### src/mccr_regs.vh
// Register map, field positions, reset values and timing for the metering config block
`ifndef MCCR_REGS_VH
`define MCCR_REGS_VH

`define MCCR_ADDR_W 12
`define MCCR_DATA_W 16

`define MCCR_OFF_GEN_CFG_ONE 12'h481
`define MCCR_OFF_OC_STATUS 12'h48F
`define MCCR_OFF_PULSE_MODE 12'h490

`define MCCR_BURST_LO_A 12'h500
`define MCCR_BURST_HI_A 12'h63C
`define MCCR_BURST_LO_B 12'h680
`define MCCR_BURST_HI_B 12'h6BC

`define MCCR_CFG1_EXT_REF 15
`define MCCR_CFG1_IRQ_COMBINE 12
`define MCCR_CFG1_BURST 11
`define MCCR_CFG1_DS_MODE 10
`define MCCR_CFG1_SETTLE_HI 9
`define MCCR_CFG1_SETTLE_LO 8
`define MCCR_CFG1_ACC_CLR 5
`define MCCR_CFG1_PIN4_HI 3
`define MCCR_CFG1_PIN4_LO 2
`define MCCR_CFG1_PIN3 1
`define MCCR_CFG1_SOFT_RST 0
`define MCCR_CFG1_RW_MASK 16'h9F0E

`define MCCR_CFM_PIN4_DIS 15
`define MCCR_CFM_PIN3_DIS 14

`define MCCR_GEN_CFG_ONE_RST 16'h0000
`define MCCR_PULSE_MODE_RST 16'h0000

`define MCCR_PIN4_DATA_READY 2'h3
`define MCCR_PIN4_EVENT 2'h2

// Settling counts of 64, 128 and 256 ms at the 125 MHz system clock
`define MCCR_SETTLE_64_CYC 26'h7A1200
`define MCCR_SETTLE_128_CYC 26'hF42400
`define MCCR_SETTLE_256_CYC 26'h1E84800
`define MCCR_SETTLE_CNT_W 26

`endif

### src/mccr_settle_timer.v
// Settling timer that holds off accumulation after reset
`timescale 1ns/1ps
`include "mccr_regs.vh"

module mccr_settle_timer #(
  parameter [`MCCR_SETTLE_CNT_W-1:0] CYC_64 = `MCCR_SETTLE_64_CYC,
  parameter [`MCCR_SETTLE_CNT_W-1:0] CYC_128 = `MCCR_SETTLE_128_CYC,
  parameter [`MCCR_SETTLE_CNT_W-1:0] CYC_256 = `MCCR_SETTLE_256_CYC
) (
  input wire clk,
  input wire rst,
  input wire [1:0] settle_sel,
  output reg settled_reg
);
  reg [`MCCR_SETTLE_CNT_W-1:0] count_reg;
  reg [`MCCR_SETTLE_CNT_W-1:0] limit;

  always @* begin
    case (settle_sel)
      2'h0: limit = CYC_64;
      2'h1: limit = CYC_128;
      2'h2: limit = CYC_256;
      default: limit = {`MCCR_SETTLE_CNT_W{1'b0}};
    endcase
  end

  // Selection is read live, so a shorter setting takes effect at once
  always @(posedge clk) begin
    if (rst) begin
      count_reg <= {`MCCR_SETTLE_CNT_W{1'b0}};
      settled_reg <= 1'b0;
    end else if (!settled_reg) begin
      if (count_reg >= limit) begin
        settled_reg <= 1'b1;
      end else begin
        count_reg <= count_reg + {{(`MCCR_SETTLE_CNT_W-1){1'b0}}, 1'b1};
      end
    end
  end
endmodule

### src/mccr_ctrl.v
// Configuration and control registers, pulse pin routing and settling control
`timescale 1ns/1ps
`include "mccr_regs.vh"

module mccr_ctrl #(
  parameter [`MCCR_SETTLE_CNT_W-1:0] SETTLE_64_CYC = `MCCR_SETTLE_64_CYC,
  parameter [`MCCR_SETTLE_CNT_W-1:0] SETTLE_128_CYC = `MCCR_SETTLE_128_CYC,
  parameter [`MCCR_SETTLE_CNT_W-1:0] SETTLE_256_CYC = `MCCR_SETTLE_256_CYC
) (
  input wire clk,
  input wire rst,
  input wire [`MCCR_ADDR_W-1:0] reg_addr,
  input wire [`MCCR_DATA_W-1:0] reg_wdata,
  input wire reg_wr,
  input wire reg_rd,
  output reg [`MCCR_DATA_W-1:0] reg_rdata_reg,
  output reg reg_rvalid_reg,
  output reg burst_allowed_reg,
  output reg crc_append_reg,
  input wire [1:0] dip_swell_active,
  input wire [1:0] dip_swell_cycles_done,
  output reg [1:0] dip_swell_irq_reg,
  output reg accum_enable_reg,
  output reg pulse_accumulator_clear_reg,
  output reg soft_reset_reg,
  input wire [3:0] overcurrent_phase_flags,
  input wire [1:0] dfc_pulse_level,
  input wire [1:0] dfc_pulse_event,
  input wire event_in,
  input wire data_ready_output,
  input wire zero_crossing_source,
  output reg third_pulse_pin_reg,
  output reg fourth_pulse_pin_reg,
  output reg [1:0] pulse_status_set_reg
);
  reg [`MCCR_DATA_W-1:0] general_config_one_reg;
  reg [`MCCR_DATA_W-1:0] pulse_output_mode_reg;
  reg [3:0] overcurrent_phase_status_reg;
  reg [1:0] dip_swell_prev_reg;
  wire dev_rst;
  wire settled;
  wire burst_en;
  wire ds_mode;
  wire [1:0] fourth_pin_function;
  wire third_pin_function;
  wire [1:0] output_disable;
  reg third_pin_next;
  reg fourth_pin_next;
  reg [`MCCR_DATA_W-1:0] rdata_next;

  function in_burst_window;
    input [`MCCR_ADDR_W-1:0] a;
    begin
      in_burst_window = ((a >= `MCCR_BURST_LO_A) && (a <= `MCCR_BURST_HI_A)) ||
                        ((a >= `MCCR_BURST_LO_B) && (a <= `MCCR_BURST_HI_B));
    end
  endfunction

  function reg_hit;
    input [`MCCR_ADDR_W-1:0] a;
    input [`MCCR_ADDR_W-1:0] off;
    begin
      reg_hit = (a == off);
    end
  endfunction

  // Software reset acts one cycle after the write, like a device reset
  assign dev_rst = rst | soft_reset_reg;
  assign burst_en = general_config_one_reg[`MCCR_CFG1_BURST];
  assign ds_mode = general_config_one_reg[`MCCR_CFG1_DS_MODE];
  assign fourth_pin_function = general_config_one_reg[`MCCR_CFG1_PIN4_HI:`MCCR_CFG1_PIN4_LO];
  assign third_pin_function = general_config_one_reg[`MCCR_CFG1_PIN3];
  assign output_disable = {pulse_output_mode_reg[`MCCR_CFM_PIN4_DIS],
                           pulse_output_mode_reg[`MCCR_CFM_PIN3_DIS]};

  mccr_settle_timer #(
    .CYC_64(SETTLE_64_CYC),
    .CYC_128(SETTLE_128_CYC),
    .CYC_256(SETTLE_256_CYC)
  ) u_settle (
    .clk(clk),
    .rst(dev_rst),
    .settle_sel(general_config_one_reg[`MCCR_CFG1_SETTLE_HI:`MCCR_CFG1_SETTLE_LO]),
    .settled_reg(settled)
  );

  // Register writes; self-clearing bits are never stored
  always @(posedge clk) begin
    if (dev_rst) begin
      general_config_one_reg <= `MCCR_GEN_CFG_ONE_RST;
      pulse_output_mode_reg <= `MCCR_PULSE_MODE_RST;
    end else if (reg_wr) begin
      if (reg_hit(reg_addr, `MCCR_OFF_GEN_CFG_ONE)) begin
        general_config_one_reg <= reg_wdata & `MCCR_CFG1_RW_MASK;
      end
      if (reg_hit(reg_addr, `MCCR_OFF_PULSE_MODE)) begin
        pulse_output_mode_reg <= reg_wdata;
      end
    end
  end

  // Only plain rst clears the reset pulse so it cannot hold itself
  always @(posedge clk) begin
    if (rst) begin
      soft_reset_reg <= 1'b0;
    end else begin
      soft_reset_reg <= !soft_reset_reg && reg_wr && reg_hit(reg_addr, `MCCR_OFF_GEN_CFG_ONE) &&
                        reg_wdata[`MCCR_CFG1_SOFT_RST];
    end
  end

  always @(posedge clk) begin
    if (dev_rst) begin
      pulse_accumulator_clear_reg <= 1'b0;
    end else begin
      pulse_accumulator_clear_reg <= reg_wr && reg_hit(reg_addr, `MCCR_OFF_GEN_CFG_ONE) &&
                                     reg_wdata[`MCCR_CFG1_ACC_CLR];
    end
  end

  always @* begin
    rdata_next = {`MCCR_DATA_W{1'b0}};
    if (reg_hit(reg_addr, `MCCR_OFF_GEN_CFG_ONE)) begin
      rdata_next = general_config_one_reg;
    end else if (reg_hit(reg_addr, `MCCR_OFF_OC_STATUS)) begin
      rdata_next = {12'h000, overcurrent_phase_status_reg};
    end else if (reg_hit(reg_addr, `MCCR_OFF_PULSE_MODE)) begin
      rdata_next = pulse_output_mode_reg;
    end
  end

  // Read port; unmapped addresses return zero
  always @(posedge clk) begin
    if (dev_rst) begin
      reg_rdata_reg <= {`MCCR_DATA_W{1'b0}};
      reg_rvalid_reg <= 1'b0;
      burst_allowed_reg <= 1'b0;
      crc_append_reg <= 1'b1;
      overcurrent_phase_status_reg <= 4'h0;
    end else begin
      overcurrent_phase_status_reg <= overcurrent_phase_flags;
      reg_rvalid_reg <= reg_rd;
      if (reg_rd) begin
        reg_rdata_reg <= rdata_next;
      end
      burst_allowed_reg <= burst_en && in_burst_window(reg_addr);
      crc_append_reg <= !burst_en;
    end
  end

  genvar i;
  generate
    for (i = 0; i < 2; i = i + 1) begin : g_ds
      // Mode 0 repeats every count; mode 1 fires on entry and exit only
      always @(posedge clk) begin
        if (dev_rst) begin
          dip_swell_prev_reg[i] <= 1'b0;
          dip_swell_irq_reg[i] <= 1'b0;
        end else begin
          dip_swell_prev_reg[i] <= dip_swell_active[i];
          if (ds_mode) begin
            dip_swell_irq_reg[i] <= dip_swell_active[i] ^ dip_swell_prev_reg[i];
          end else begin
            dip_swell_irq_reg[i] <= dip_swell_active[i] && dip_swell_cycles_done[i];
          end
        end
      end

      // Index 0 is the third pin, index 1 the fourth
      always @(posedge clk) begin
        if (dev_rst) begin
          pulse_status_set_reg[i] <= 1'b0;
        end else begin
          pulse_status_set_reg[i] <= dfc_pulse_event[i] && !output_disable[i] &&
                                     settled;
        end
      end
    end
  endgenerate

  always @* begin
    if (third_pin_function) begin
      third_pin_next = zero_crossing_source;
    end else begin
      third_pin_next = dfc_pulse_level[0];
    end
    case (fourth_pin_function)
      `MCCR_PIN4_DATA_READY: fourth_pin_next = data_ready_output;
      `MCCR_PIN4_EVENT: fourth_pin_next = event_in;
      default: fourth_pin_next = dfc_pulse_level[1];
    endcase
    // Pulse pins idle high, so a disabled pin is parked high
    if (output_disable[0]) begin
      third_pin_next = 1'b1;
    end
    if (output_disable[1]) begin
      fourth_pin_next = 1'b1;
    end
  end

  always @(posedge clk) begin
    if (dev_rst) begin
      third_pulse_pin_reg <= 1'b1;
      fourth_pulse_pin_reg <= 1'b1;
      accum_enable_reg <= 1'b0;
    end else begin
      third_pulse_pin_reg <= third_pin_next;
      fourth_pulse_pin_reg <= fourth_pin_next;
      accum_enable_reg <= settled;
    end
  end
endmodule

### config.mk
export PLATFORM = sky130hd
export DESIGN_NAME = mccr_ctrl
export DESIGN_NICKNAME = d
export VERILOG_FILES = /design/src/mccr_settle_timer.v /design/src/mccr_ctrl.v
export VERILOG_INCLUDE_DIRS = /design/src /design/src/src
export SDC_FILE = /design/constraint.sdc
export NUM_CORES = 1
export LEC_CHECK = 0
export BUFFER_PORTS_ARGS = -buffer_cell sky130_fd_sc_hd__buf_2
export CELL_PAD_IN_SITES_DETAIL_PLACEMENT = 1
export CELL_PAD_IN_SITES_GLOBAL_PLACEMENT = 2
export CORE_MARGIN = 3
export CORE_UTILIZATION = 33
export DETAILED_ROUTE_END_ITERATION = 10
export GPL_TIMING_DRIVEN = 0
export PLACE_DENSITY_LB_ADDON = 0.1
export SLEW_MARGIN = 20
export SYNTH_ARGS = -nofsm -noshare
export SYNTH_HDL_FRONTEND = slang
export SYNTH_SLANG_ARGS = --single-unit
### constraint.sdc
create_clock -name clk -period 3.2 [get_ports clk]
set_input_delay 0.64 -clock clk [delete_from_list [all_inputs] [get_ports clk]]
set_output_delay 0.64 -clock clk [all_outputs]
set_load 0.02 [all_outputs]
==> results of run 1 <==
[timing repair]
action                                  4_1_cts  5_1_grt
resized for setup                             3        4
endpoints found under the setup margin       20       20
pin swaps                                     0        1
[per-layer routing]
| layer | global-route usage | vias up | share of wire | wire (um) |
|---|---|---|---|---|
| li1 | - | 1933 | - | - |
| met1 | 0.263 | 1887 | 0.49 | 6230 |
| met2 | 0.286 | 95 | 0.44 | 5580 |
| met3 | 0.0356 | 13 | 0.058 | 740 |
| met4 | 0.0681 | 0 | 0.016 | 203 |
| met5 | 0 | - | 0 | 0 |
[logic make-up after synthesis]
| family | count (synthesis) | share of synthesized area |
|---|---|---|
| buffers and inverters | 45 | 0.0479 |
| AOI/OAI and AO/OA | 119 | 0.179 |
| adders and majority gates | 21 | 0.0640 |
| and+or+nand+nor | 206 | 0.275 |
| muxes | 4 | 0.00976 |
| DFF | 86 | 0.420 |
| xor gates and xnor gates | 2 | 0.00427 |
[worst min-delay path, stage by stage, from the launching register on]
cell and delay [ns]:
dfxtp_1 0.31, nand2_1 0.05, a21oi_1 0.05
[placed cells by master, fill, tap and decap left out, types with 3 or more instances in the layout]
cell and count:
o31a_1 3, a21oi_1 62, and3_1 9, buf_1 3, nand2b_1 8, o31ai_1 19, clkbuf_16 9, nand2_1 71
clkbuf_2 3, inv_1 13, or4_1 16, nor4_1 6, a211oi_1 9, o21a_1 4, nand3_1 15, a22oi_1 7
mux2i_1 4, and4_1 5, nor3b_1 3, and2_1 14, nor2_1 19, ha_1 21, or3_1 4, o21ai_0 7
dfxtp_1 85, nor3_1 6, buf_2 77, nand4_1 17, clkbuf_1 19
[where the power goes]
group,switching (mW),total [mW],internal [mW]
Combinational,0.0781,0.129,0.0505
Clock,0.446,1.13,0.688
Sequential,0.0102,1.10,1.09
[area by class of cell]
cell class | count | area [um^2]
Tap cell | 168 | 210
Fill cell | 1458 | 7050
Multi-Input combinational cell | 352 | 2190
Clock inverter | 5 | 82.6
Inverter | 13 | 48.8
Timing Repair Buffer | 74 | 370
Buffer | 31 | 150
Clock buffer | 11 | 233
Sequential cell | 86 | 1720
[worst min-delay path by stage]
stage / start / to / slack (ns) / cells past startpoint
global placement: general_config_one_reg[12]$_SDFFE_PP0P_ / general_config_one_reg[12]$_SDFFE_PP0P_ / 0.44 / 2
global route: reg_addr[11] / burst_allowed_reg$_SDFF_PP0_ / 0.47 / 2
finish: pulse_output_mode_reg[13]$_SDFFE_PP0P_ / pulse_output_mode_reg[13]$_SDFFE_PP0P_ / 0.45 / 2
detailed placement: pulse_output_mode_reg[13]$_SDFFE_PP0P_ / pulse_output_mode_reg[13]$_SDFFE_PP0P_ / 0.45 / 2
CTS: pulse_output_mode_reg[13]$_SDFFE_PP0P_ / pulse_output_mode_reg[13]$_SDFFE_PP0P_ / 0.46 / 2
floorplan: general_config_one_reg[11]$_SDFFE_PP0P_ / crc_append_reg$_SDFF_PP1_ / 0.39 / 1
[synthesized netlist by cell type, types with 2 or more instances]
cell / instances / share of area
a211oi_1: 9 / 0.016
a21oi_1: 62 / 0.076
a22oi_1: 7 / 0.013
and2_1: 14 / 0.021
and3_1: 9 / 0.014
and4_1: 5 / 0.011
buf_1: 3 / 0.0027
buf_2: 4 / 0.0049
buf_4: 2 / 0.0037
buf_6: 2 / 0.0055
clkbuf_1: 21 / 0.019
dfxtp_1: 86 / 0.42
ha_1: 21 / 0.064
inv_1: 13 / 0.012
mux2i_1: 4 / 0.0098
nand2_1: 71 / 0.065
nand2b_1: 8 / 0.012
nand3_1: 15 / 0.018
nand4_1: 17 / 0.026
nand4b_1: 2 / 0.0043
nor2_1: 19 / 0.017
nor3_1: 6 / 0.0073
nor3b_1: 3 / 0.0055
nor4_1: 7 / 0.011
nor4_4: 2 / 0.010
nor4b_1: 2 / 0.0043
o21a_1: 4 / 0.0073
o21ai_0: 7 / 0.0085
o31a_1: 3 / 0.0064
o31ai_1: 19 / 0.035
or3_1: 4 / 0.0061
or4_1: 16 / 0.029
or4b_1: 2 / 0.0049
xor2_1: 2 / 0.0043
==> impl_metrics.toml, run 1 <==
[cts]
cts_tree = "yes"
htreeDepth = 3
post_cts_buffers = 0
ctsHoldBuffers = 0
clockRootBuffer = "clkbuf_16"
insertion_delay_ns = 0.35
cts.sinks = 86
cts_buffers = 9
clk_pin_slew_ns = 0.06
clock_path_buffers = 2

[critical_path]
path_class = "reg2reg"
crit_chain = "inv_1, ha_1, o21bai_1, ha_1, nand4_1, a211oi_1, a21o_2, clkbuf_2, clkbuf_2, nor2_1, o31ai_1"
critPathLaunchType = "flip-flop"
cp-endpoint = "u_settle.count_reg[1]$_SDFFE_PP0P_"
ff2ff_path_depth = 11
worstPathArrival_ns = 3.20
max_stage_delay_ns = 0.42
crit_cells = 11
worstPathMaxFanout = 10
cp_top_family = "compound AO/OA/AOI/OAI gates"
reg2reg_slack_ns = 0.25
end_kind = "flip-flop"
cp_slowest_cell = "dfxtp_1"
critPathBufInv = 3
startpoint = "general_config_one_reg[9]$_SDFFE_PP0P_"
required_ns = 3.45
r2r_start = "general_config_one_reg[9]$_SDFFE_PP0P_"
reg2reg_to = "u_settle.count_reg[1]$_SDFFE_PP0P_"

[sta]
max_freq_ghz = 0.339
hold_viol = 0
setup_ws_ns = 0.248
tightestPinTransition_ns = 0.724
setup_viol_count_final = 0
rsz0062_at_grt = "false"
relSlewSlack = 0.513
post-route-period-util = 0.923
hold_ws_ns = 0.453
setup_tns_ns = 0
clock_skew_ns = 0.00584
maxSlewViolCount = 0
min_period_ns = 2.95

[drt]
viasPerCell = 5.31
antenna_left = 0
dr.pass1.iters = 4
drt-total-wl_um = 12800
post_drt_wl_per_cell_um = 17.2
num_vias = 3928
drc = 0
dr.first_iter.drc_count = 202

[final_layout]
final_core_util = 0.415
final_cells = 740
fin_nets = 635
largest_register_ffs = 26
area_growth_pct = 22.1
stdcell_area_um2 = 5010
n_antenna_cell = 0
final_layout_size_suffix_gt1_frac = 0.187

[floorplanning]
io_pins = 75
start_util = 0.340
core_area_um2 = 12100
die_x_um = 118
die_area_um2 = 13800
die_y_um = 118
core.rowCount = 40

[status]
outcome = "finished, final reports clean"

[grt]
antenna_found_initial = 0
grt_max_degree = 15
grt_first_pass_wirelength_um = 20700
grt_pass1_vias = 3984
grtUsageTotal = 0.187
grt_overflow = 0

[placed_design]
io_buffers = 74
dp_hpwl_um = 9470
placed_cell_area_um2 = 4680
post-place-ws_ns = -0.0980
place_congestion = 0.805
dp.cells = 725

[power_and_ir_drop]
peakVddDrop_mv = 0.182
total_leakage_power_nw = 1.92
total_power_mw = 2.36
power_density_nw_per_um2 = 471

[yosys]
ys_warn_count = 0
synth-main-ff-cell = "dfxtp_1"
synth-seq-cells = 86
mappedNetlistNets = 551
syn_area_per_cell_um2 = 8.50
ys_seq_area_frac = 0.420
async_reset_ff_frac = 0
ys_types = 46
synth_area_um2 = 4100
syn_inst = 483
synth_edf_count = 0

[flow_run]
maxCapViolations = 0

[hold_path]
hp-class = "reg2reg"
(Power assumes the default switching activity.)
==> inputs of run 2 (changes only) <==
--- a/config.mk
+++ b/config.mk
@@ -14,6 +14,7 @@
 export DETAILED_ROUTE_END_ITERATION = 10
 export GPL_TIMING_DRIVEN = 0
 export PLACE_DENSITY_LB_ADDON = 0.1
+export RECOVER_POWER = 25
 export SLEW_MARGIN = 20
 export SYNTH_ARGS = -nofsm -noshare
 export SYNTH_HDL_FRONTEND = slang
==> impl_metrics.toml, run 2 (synthesized netlist as in run 1, its figures left out) <==
[status]
outcome = "finished, final reports clean"

[sta]
maxSlewViolCount = 0
setup_tns_ns = 0
hold_ws_ns = 0.450
setup_viol_count_final = 0
clock_skew_ns = 0.00563
min_period_ns = 2.92
rsz0062_at_grt = "false"
relSlewSlack = 0.532
tightestPinTransition_ns = 0.696
max_freq_ghz = 0.343
hold_viol = 0
post-route-period-util = 0.912

[placed_design]
dp.cells = 725
placed_cell_area_um2 = 4680
io_buffers = 74
dp_hpwl_um = 9470
place_congestion = 0.805

[critical_path]
required_ns = 3.45
worstPathArrival_ns = 3.17
critPathLaunchType = "flip-flop"
ff2ff_path_depth = 11
path_class = "reg2reg"
worstPathMaxFanout = 10
end_kind = "flip-flop"

[final_layout]
final_cells = 740
stdcell_area_um2 = 4990
multi_input_area_um2 = 2190
fin_nets = 635
final_layout_size_suffix_gt1_frac = 0.152
n_antenna_cell = 0
final_core_util = 0.413
layout_common_cells = "dfxtp_1, nand2_1, a21oi_1"
area_growth_pct = 21.5
n_fill_cell = 1468
seq_area_um2 = 1720
layout_commonest_cell = "dfxtp_1"
largest_register_ffs = 26

[grt]
grt_max_degree = 15
grt_pass1_vias = 3984
grt_first_pass_wirelength_um = 20700
antenna_found_initial = 0
grt_overflow = 0
grtUsageTotal = 0.187

[power_and_ir_drop]
power_density_nw_per_um2 = 472
peakVddDrop_mv = 0.181
total_leakage_power_nw = 1.85

[drt]
viasPerCell = 5.31
drc = 0
antenna_left = 0
dr.first_iter.drc_count = 193
dr.pass1.iters = 4
num_vias = 3926
drt-total-wl_um = 12800
post_drt_wl_per_cell_um = 17.3

[cts]
cts_buffers = 9
clock_path_buffers = 2
cts.sinks = 86
clk_pin_slew_ns = 0.06
ctsHoldBuffers = 0
clockRootBuffer = "clkbuf_16"
insertion_delay_ns = 0.34
htreeDepth = 3
post_cts_buffers = 0
cts_tree = "yes"

[floorplanning]
core_area_um2 = 12100
start_util = 0.340
die_y_um = 118
io_pins = 75
die_area_um2 = 13800
die_x_um = 118
core.rowCount = 40

[hold_path]
hp-class = "reg2reg"
hold_depth = 2

[flow_run]
maxCapViolations = 0
## run 2: final cells by class
| type | instances | share of cell area |
|---|---|---|
| sequential | 86 | 0.346 |
| buffer | 31 | 0.0301 |
| inverter | 13 | 0.00979 |
| multi-input combinational | 352 | 0.440 |
| clock inverter | 5 | 0.0166 |
| clock buffer | 11 | 0.0467 |
| tap | 168 | 0.0422 |
| timing repair buffer | 74 | 0.0693 |
## run 2: worst paths after layout
check                                              start                                     end  slack, ns
setup / recovery  general_config_one_reg[9]$_SDFFE_PP0P_      u_settle.count_reg[1]$_SDFFE_PP0P_       0.28
hold / removal    pulse_output_mode_reg[13]$_SDFFE_PP0P_  pulse_output_mode_reg[13]$_SDFFE_PP0P_       0.45
setup reg to reg  general_config_one_reg[9]$_SDFFE_PP0P_      u_settle.count_reg[1]$_SDFFE_PP0P_       0.28
hold reg to reg   pulse_output_mode_reg[13]$_SDFFE_PP0P_  pulse_output_mode_reg[13]$_SDFFE_PP0P_       0.45
## run 2: power breakdown
| part | internal (mW) | switching, mW |
|---|---|---|
| Clock | 0.688 | 0.443 |
| Combinational | 0.0489 | 0.0784 |
| Sequential | 1.09 | 0.0104 |
| Total | 1.82 | 0.532 |
## run 2: what timing repair did
action                     CTS  global route
resized for setup            3             4
cloned                       0             0
pin swaps                    0             1
setup endpoints to repair   20            20
## run 2: routing by layer
layer | global-route usage | vias up | routed length, um
li1 | - | 1942 | -
met4 | 0.0681 | 0 | 178
met1 | 0.263 | 1876 | 6230
met2 | 0.286 | 96 | 5660
met3 | 0.0356 | 12 | 695
met5 | 0 | - | 0
## run 2: through the flow
stage          worst slack (ns)  power (mW)
6_report                  0.281        2.36
5_1_grt                  0.0279        2.44
4_1_cts                  0.0461        2.40
3_5_place_dp            -0.0980        1.25
3_3_place_gp            -0.0746        1.25
2_1_floorplan             0.585        1.18
## run 2: worst max-delay path, cell delays in order (launching register included)
cell and delay, ns:
dfxtp_1 0.36, inv_1 0.13, ha_1 0.24, o21bai_1 0.10
ha_1 0.31, nand4_1 0.20, a211oi_1 0.38, a21o_2 0.26
clkbuf_2 0.24, clkbuf_2 0.28, nor2_1 0.10, o31ai_1 0.22
==> inputs of run 3 (changes only) <==
--- a/config.mk
+++ b/config.mk
@@ -13,7 +13,7 @@
 export CORE_UTILIZATION = 33
 export DETAILED_ROUTE_END_ITERATION = 10
 export GPL_TIMING_DRIVEN = 0
-export PLACE_DENSITY_LB_ADDON = 0.1
+export PLACE_DENSITY = 0.9
 export RECOVER_POWER = 25
 export SLEW_MARGIN = 20
 export SYNTH_ARGS = -nofsm -noshare
==> impl_metrics.toml, run 3 (synthesized netlist as in run 1, its figures left out) <==
[status]
outcome = "finished, final reports clean"

[placed_design]
io_buffers = 74
post-place-ws_ns = -0.0532
placed_cell_area_um2 = 4680
dp_hpwl_um = 9610
place_congestion = 0.817

[sta]
rsz0062_at_grt = "false"
max_freq_ghz = 0.341
hold_viol = 0
setup_viol_count_final = 0
tightestPinTransition_ns = 0.838
hold_ws_ns = 0.455
relSlewSlack = 0.436
min_period_ns = 2.94
maxSlewViolCount = 0
post-route-period-util = 0.917
clock_skew_ns = 0.00919
setup_ws_ns = 0.265

[floorplanning]
core.rowCount = 40
io_pins = 75
die_y_um = 118
core_area_um2 = 12100
start_util = 0.340
die_x_um = 118
die_area_um2 = 13800

[power_and_ir_drop]
total_leakage_power_nw = 1.83
total_power_mw = 2.19
power_density_nw_per_um2 = 444
peakVddDrop_mv = 0.373

[grt]
grt_use_met1 = 0.255
grt_first_pass_wirelength_um = 21300
top_usage_layer = "met2"
antenna_found_initial = 0
grt_pass1_vias = 4104
grt_max_degree = 14
grt_overflow = 0
use_met3 = 0.0418
grtUsageTotal = 0.189
grt_util_met2 = 0.308

[drt]
num_vias = 3976
drc = 0
viasPerCell = 5.39
dr.first_iter.drc_count = 239
drt-total-wl_um = 12900
post_drt_wl_per_cell_um = 17.5
dr.pass1.iters = 4
antenna_left = 0

[final_layout]
fin_nets = 635
layout_common_cells = "dfxtp_1, nand2_1, a21oi_1"
largest_register_ffs = 26
stdcell_area_um2 = 4940
final_layout_size_suffix_gt1_frac = 0.158
n_antenna_cell = 0
final_core_util = 0.410
n_fill_cell = 1465
area_growth_pct = 20.4
layout_commonest_cell = "dfxtp_1"

[cts]
cts_buffers = 9
clock_path_buffers = 2
htreeDepth = 3
cts.sinks = 86
clockRootBuffer = "clkbuf_16"
insertion_delay_ns = 0.35
post_cts_buffers = 0
cts_tree = "yes"
clk_pin_slew_ns = 0.06

[critical_path]
path_class = "reg2reg"
end_kind = "flip-flop"
worstPathMaxFanout = 10
critPathLaunchType = "flip-flop"
worstPathArrival_ns = 3.19
required_ns = 3.46

[flow_run]
maxCapViolations = 0

[hold_path]
hp-class = "reg2reg"
## run 3: metal layers
metal / vias up / routed length, um
li1: 1929 / -
met2: 79 / 6180
met5: - / 0
met1: 1959 / 5940
met3: 9 / 680
met4: 0 / 125
## run 3: cell type report
class / count / area, um^2 / share of cell area
Clock buffer: 10 / 239 / 0.0484
Inverter: 13 / 48.8 / 0.00987
Clock inverter: 4 / 25.0 / 0.00506
Sequential cell: 86 / 1720 / 0.349
Multi-Input combinational cell: 352 / 2200 / 0.445
Timing Repair Buffer: 74 / 348 / 0.0704
Tap cell: 168 / 210 / 0.0425
Buffer: 31 / 150 / 0.0304
## run 3: worst max-delay path, stage by stage (launching register included)
cell and delay, ns:
dfxtp_1 0.43, inv_1 0.11, ha_1 0.29, inv_1 0.04
ha_1 0.33, nand4b_1 0.21, nor3_1 0.32, a21o_2 0.29
clkbuf_2 0.25, clkbuf_2 0.29, nor2_1 0.08, o31ai_1 0.20
## run 3: path summary, 6_finish.rpt
path,from,slack [ns],depth (start not counted),to
hold reg to reg,pulse_output_mode_reg[13]$_SDFFE_PP0P_,0.45,2,pulse_output_mode_reg[13]$_SDFFE_PP0P_
setup reg to reg,general_config_one_reg[9]$_SDFFE_PP0P_,0.26,11,u_settle.count_reg[1]$_SDFFE_PP0P_
hold / removal,pulse_output_mode_reg[13]$_SDFFE_PP0P_,0.45,2,pulse_output_mode_reg[13]$_SDFFE_PP0P_
setup / recovery,general_config_one_reg[9]$_SDFFE_PP0P_,0.26,11,u_settle.count_reg[1]$_SDFFE_PP0P_
## run 3: what timing repair did
item                                    4_1_cts  5_1_grt
hold buffers                                  0        0
gates resized for setup                       2        7
endpoints found under the hold margin         0        0
pin swaps                                     0        1
endpoints found under the setup margin       20       21
## run 3: stage by stage
| stage | TNS, ns | cells |
|---|---|---|
| floorplan | 0 | 483 |
| global placement | 0 | 725 |
| detailed placement | -0.428 | 725 |
| CTS | 0 | 739 |
| global route | 0 | 738 |
| finish | 0 | 738 |
## run 3: power by group
| part | total [mW] | switching, mW | internal, mW | leakage (nW) |
|---|---|---|---|---|
| sequential | 1.10 | 0.0103 | 1.09 | 0.698 |
| clock | 0.970 | 0.434 | 0.536 | 0.126 |
| combinational | 0.126 | 0.0775 | 0.0488 | 1.00 |
| total | 2.19 | 0.522 | 1.67 | 1.83 |
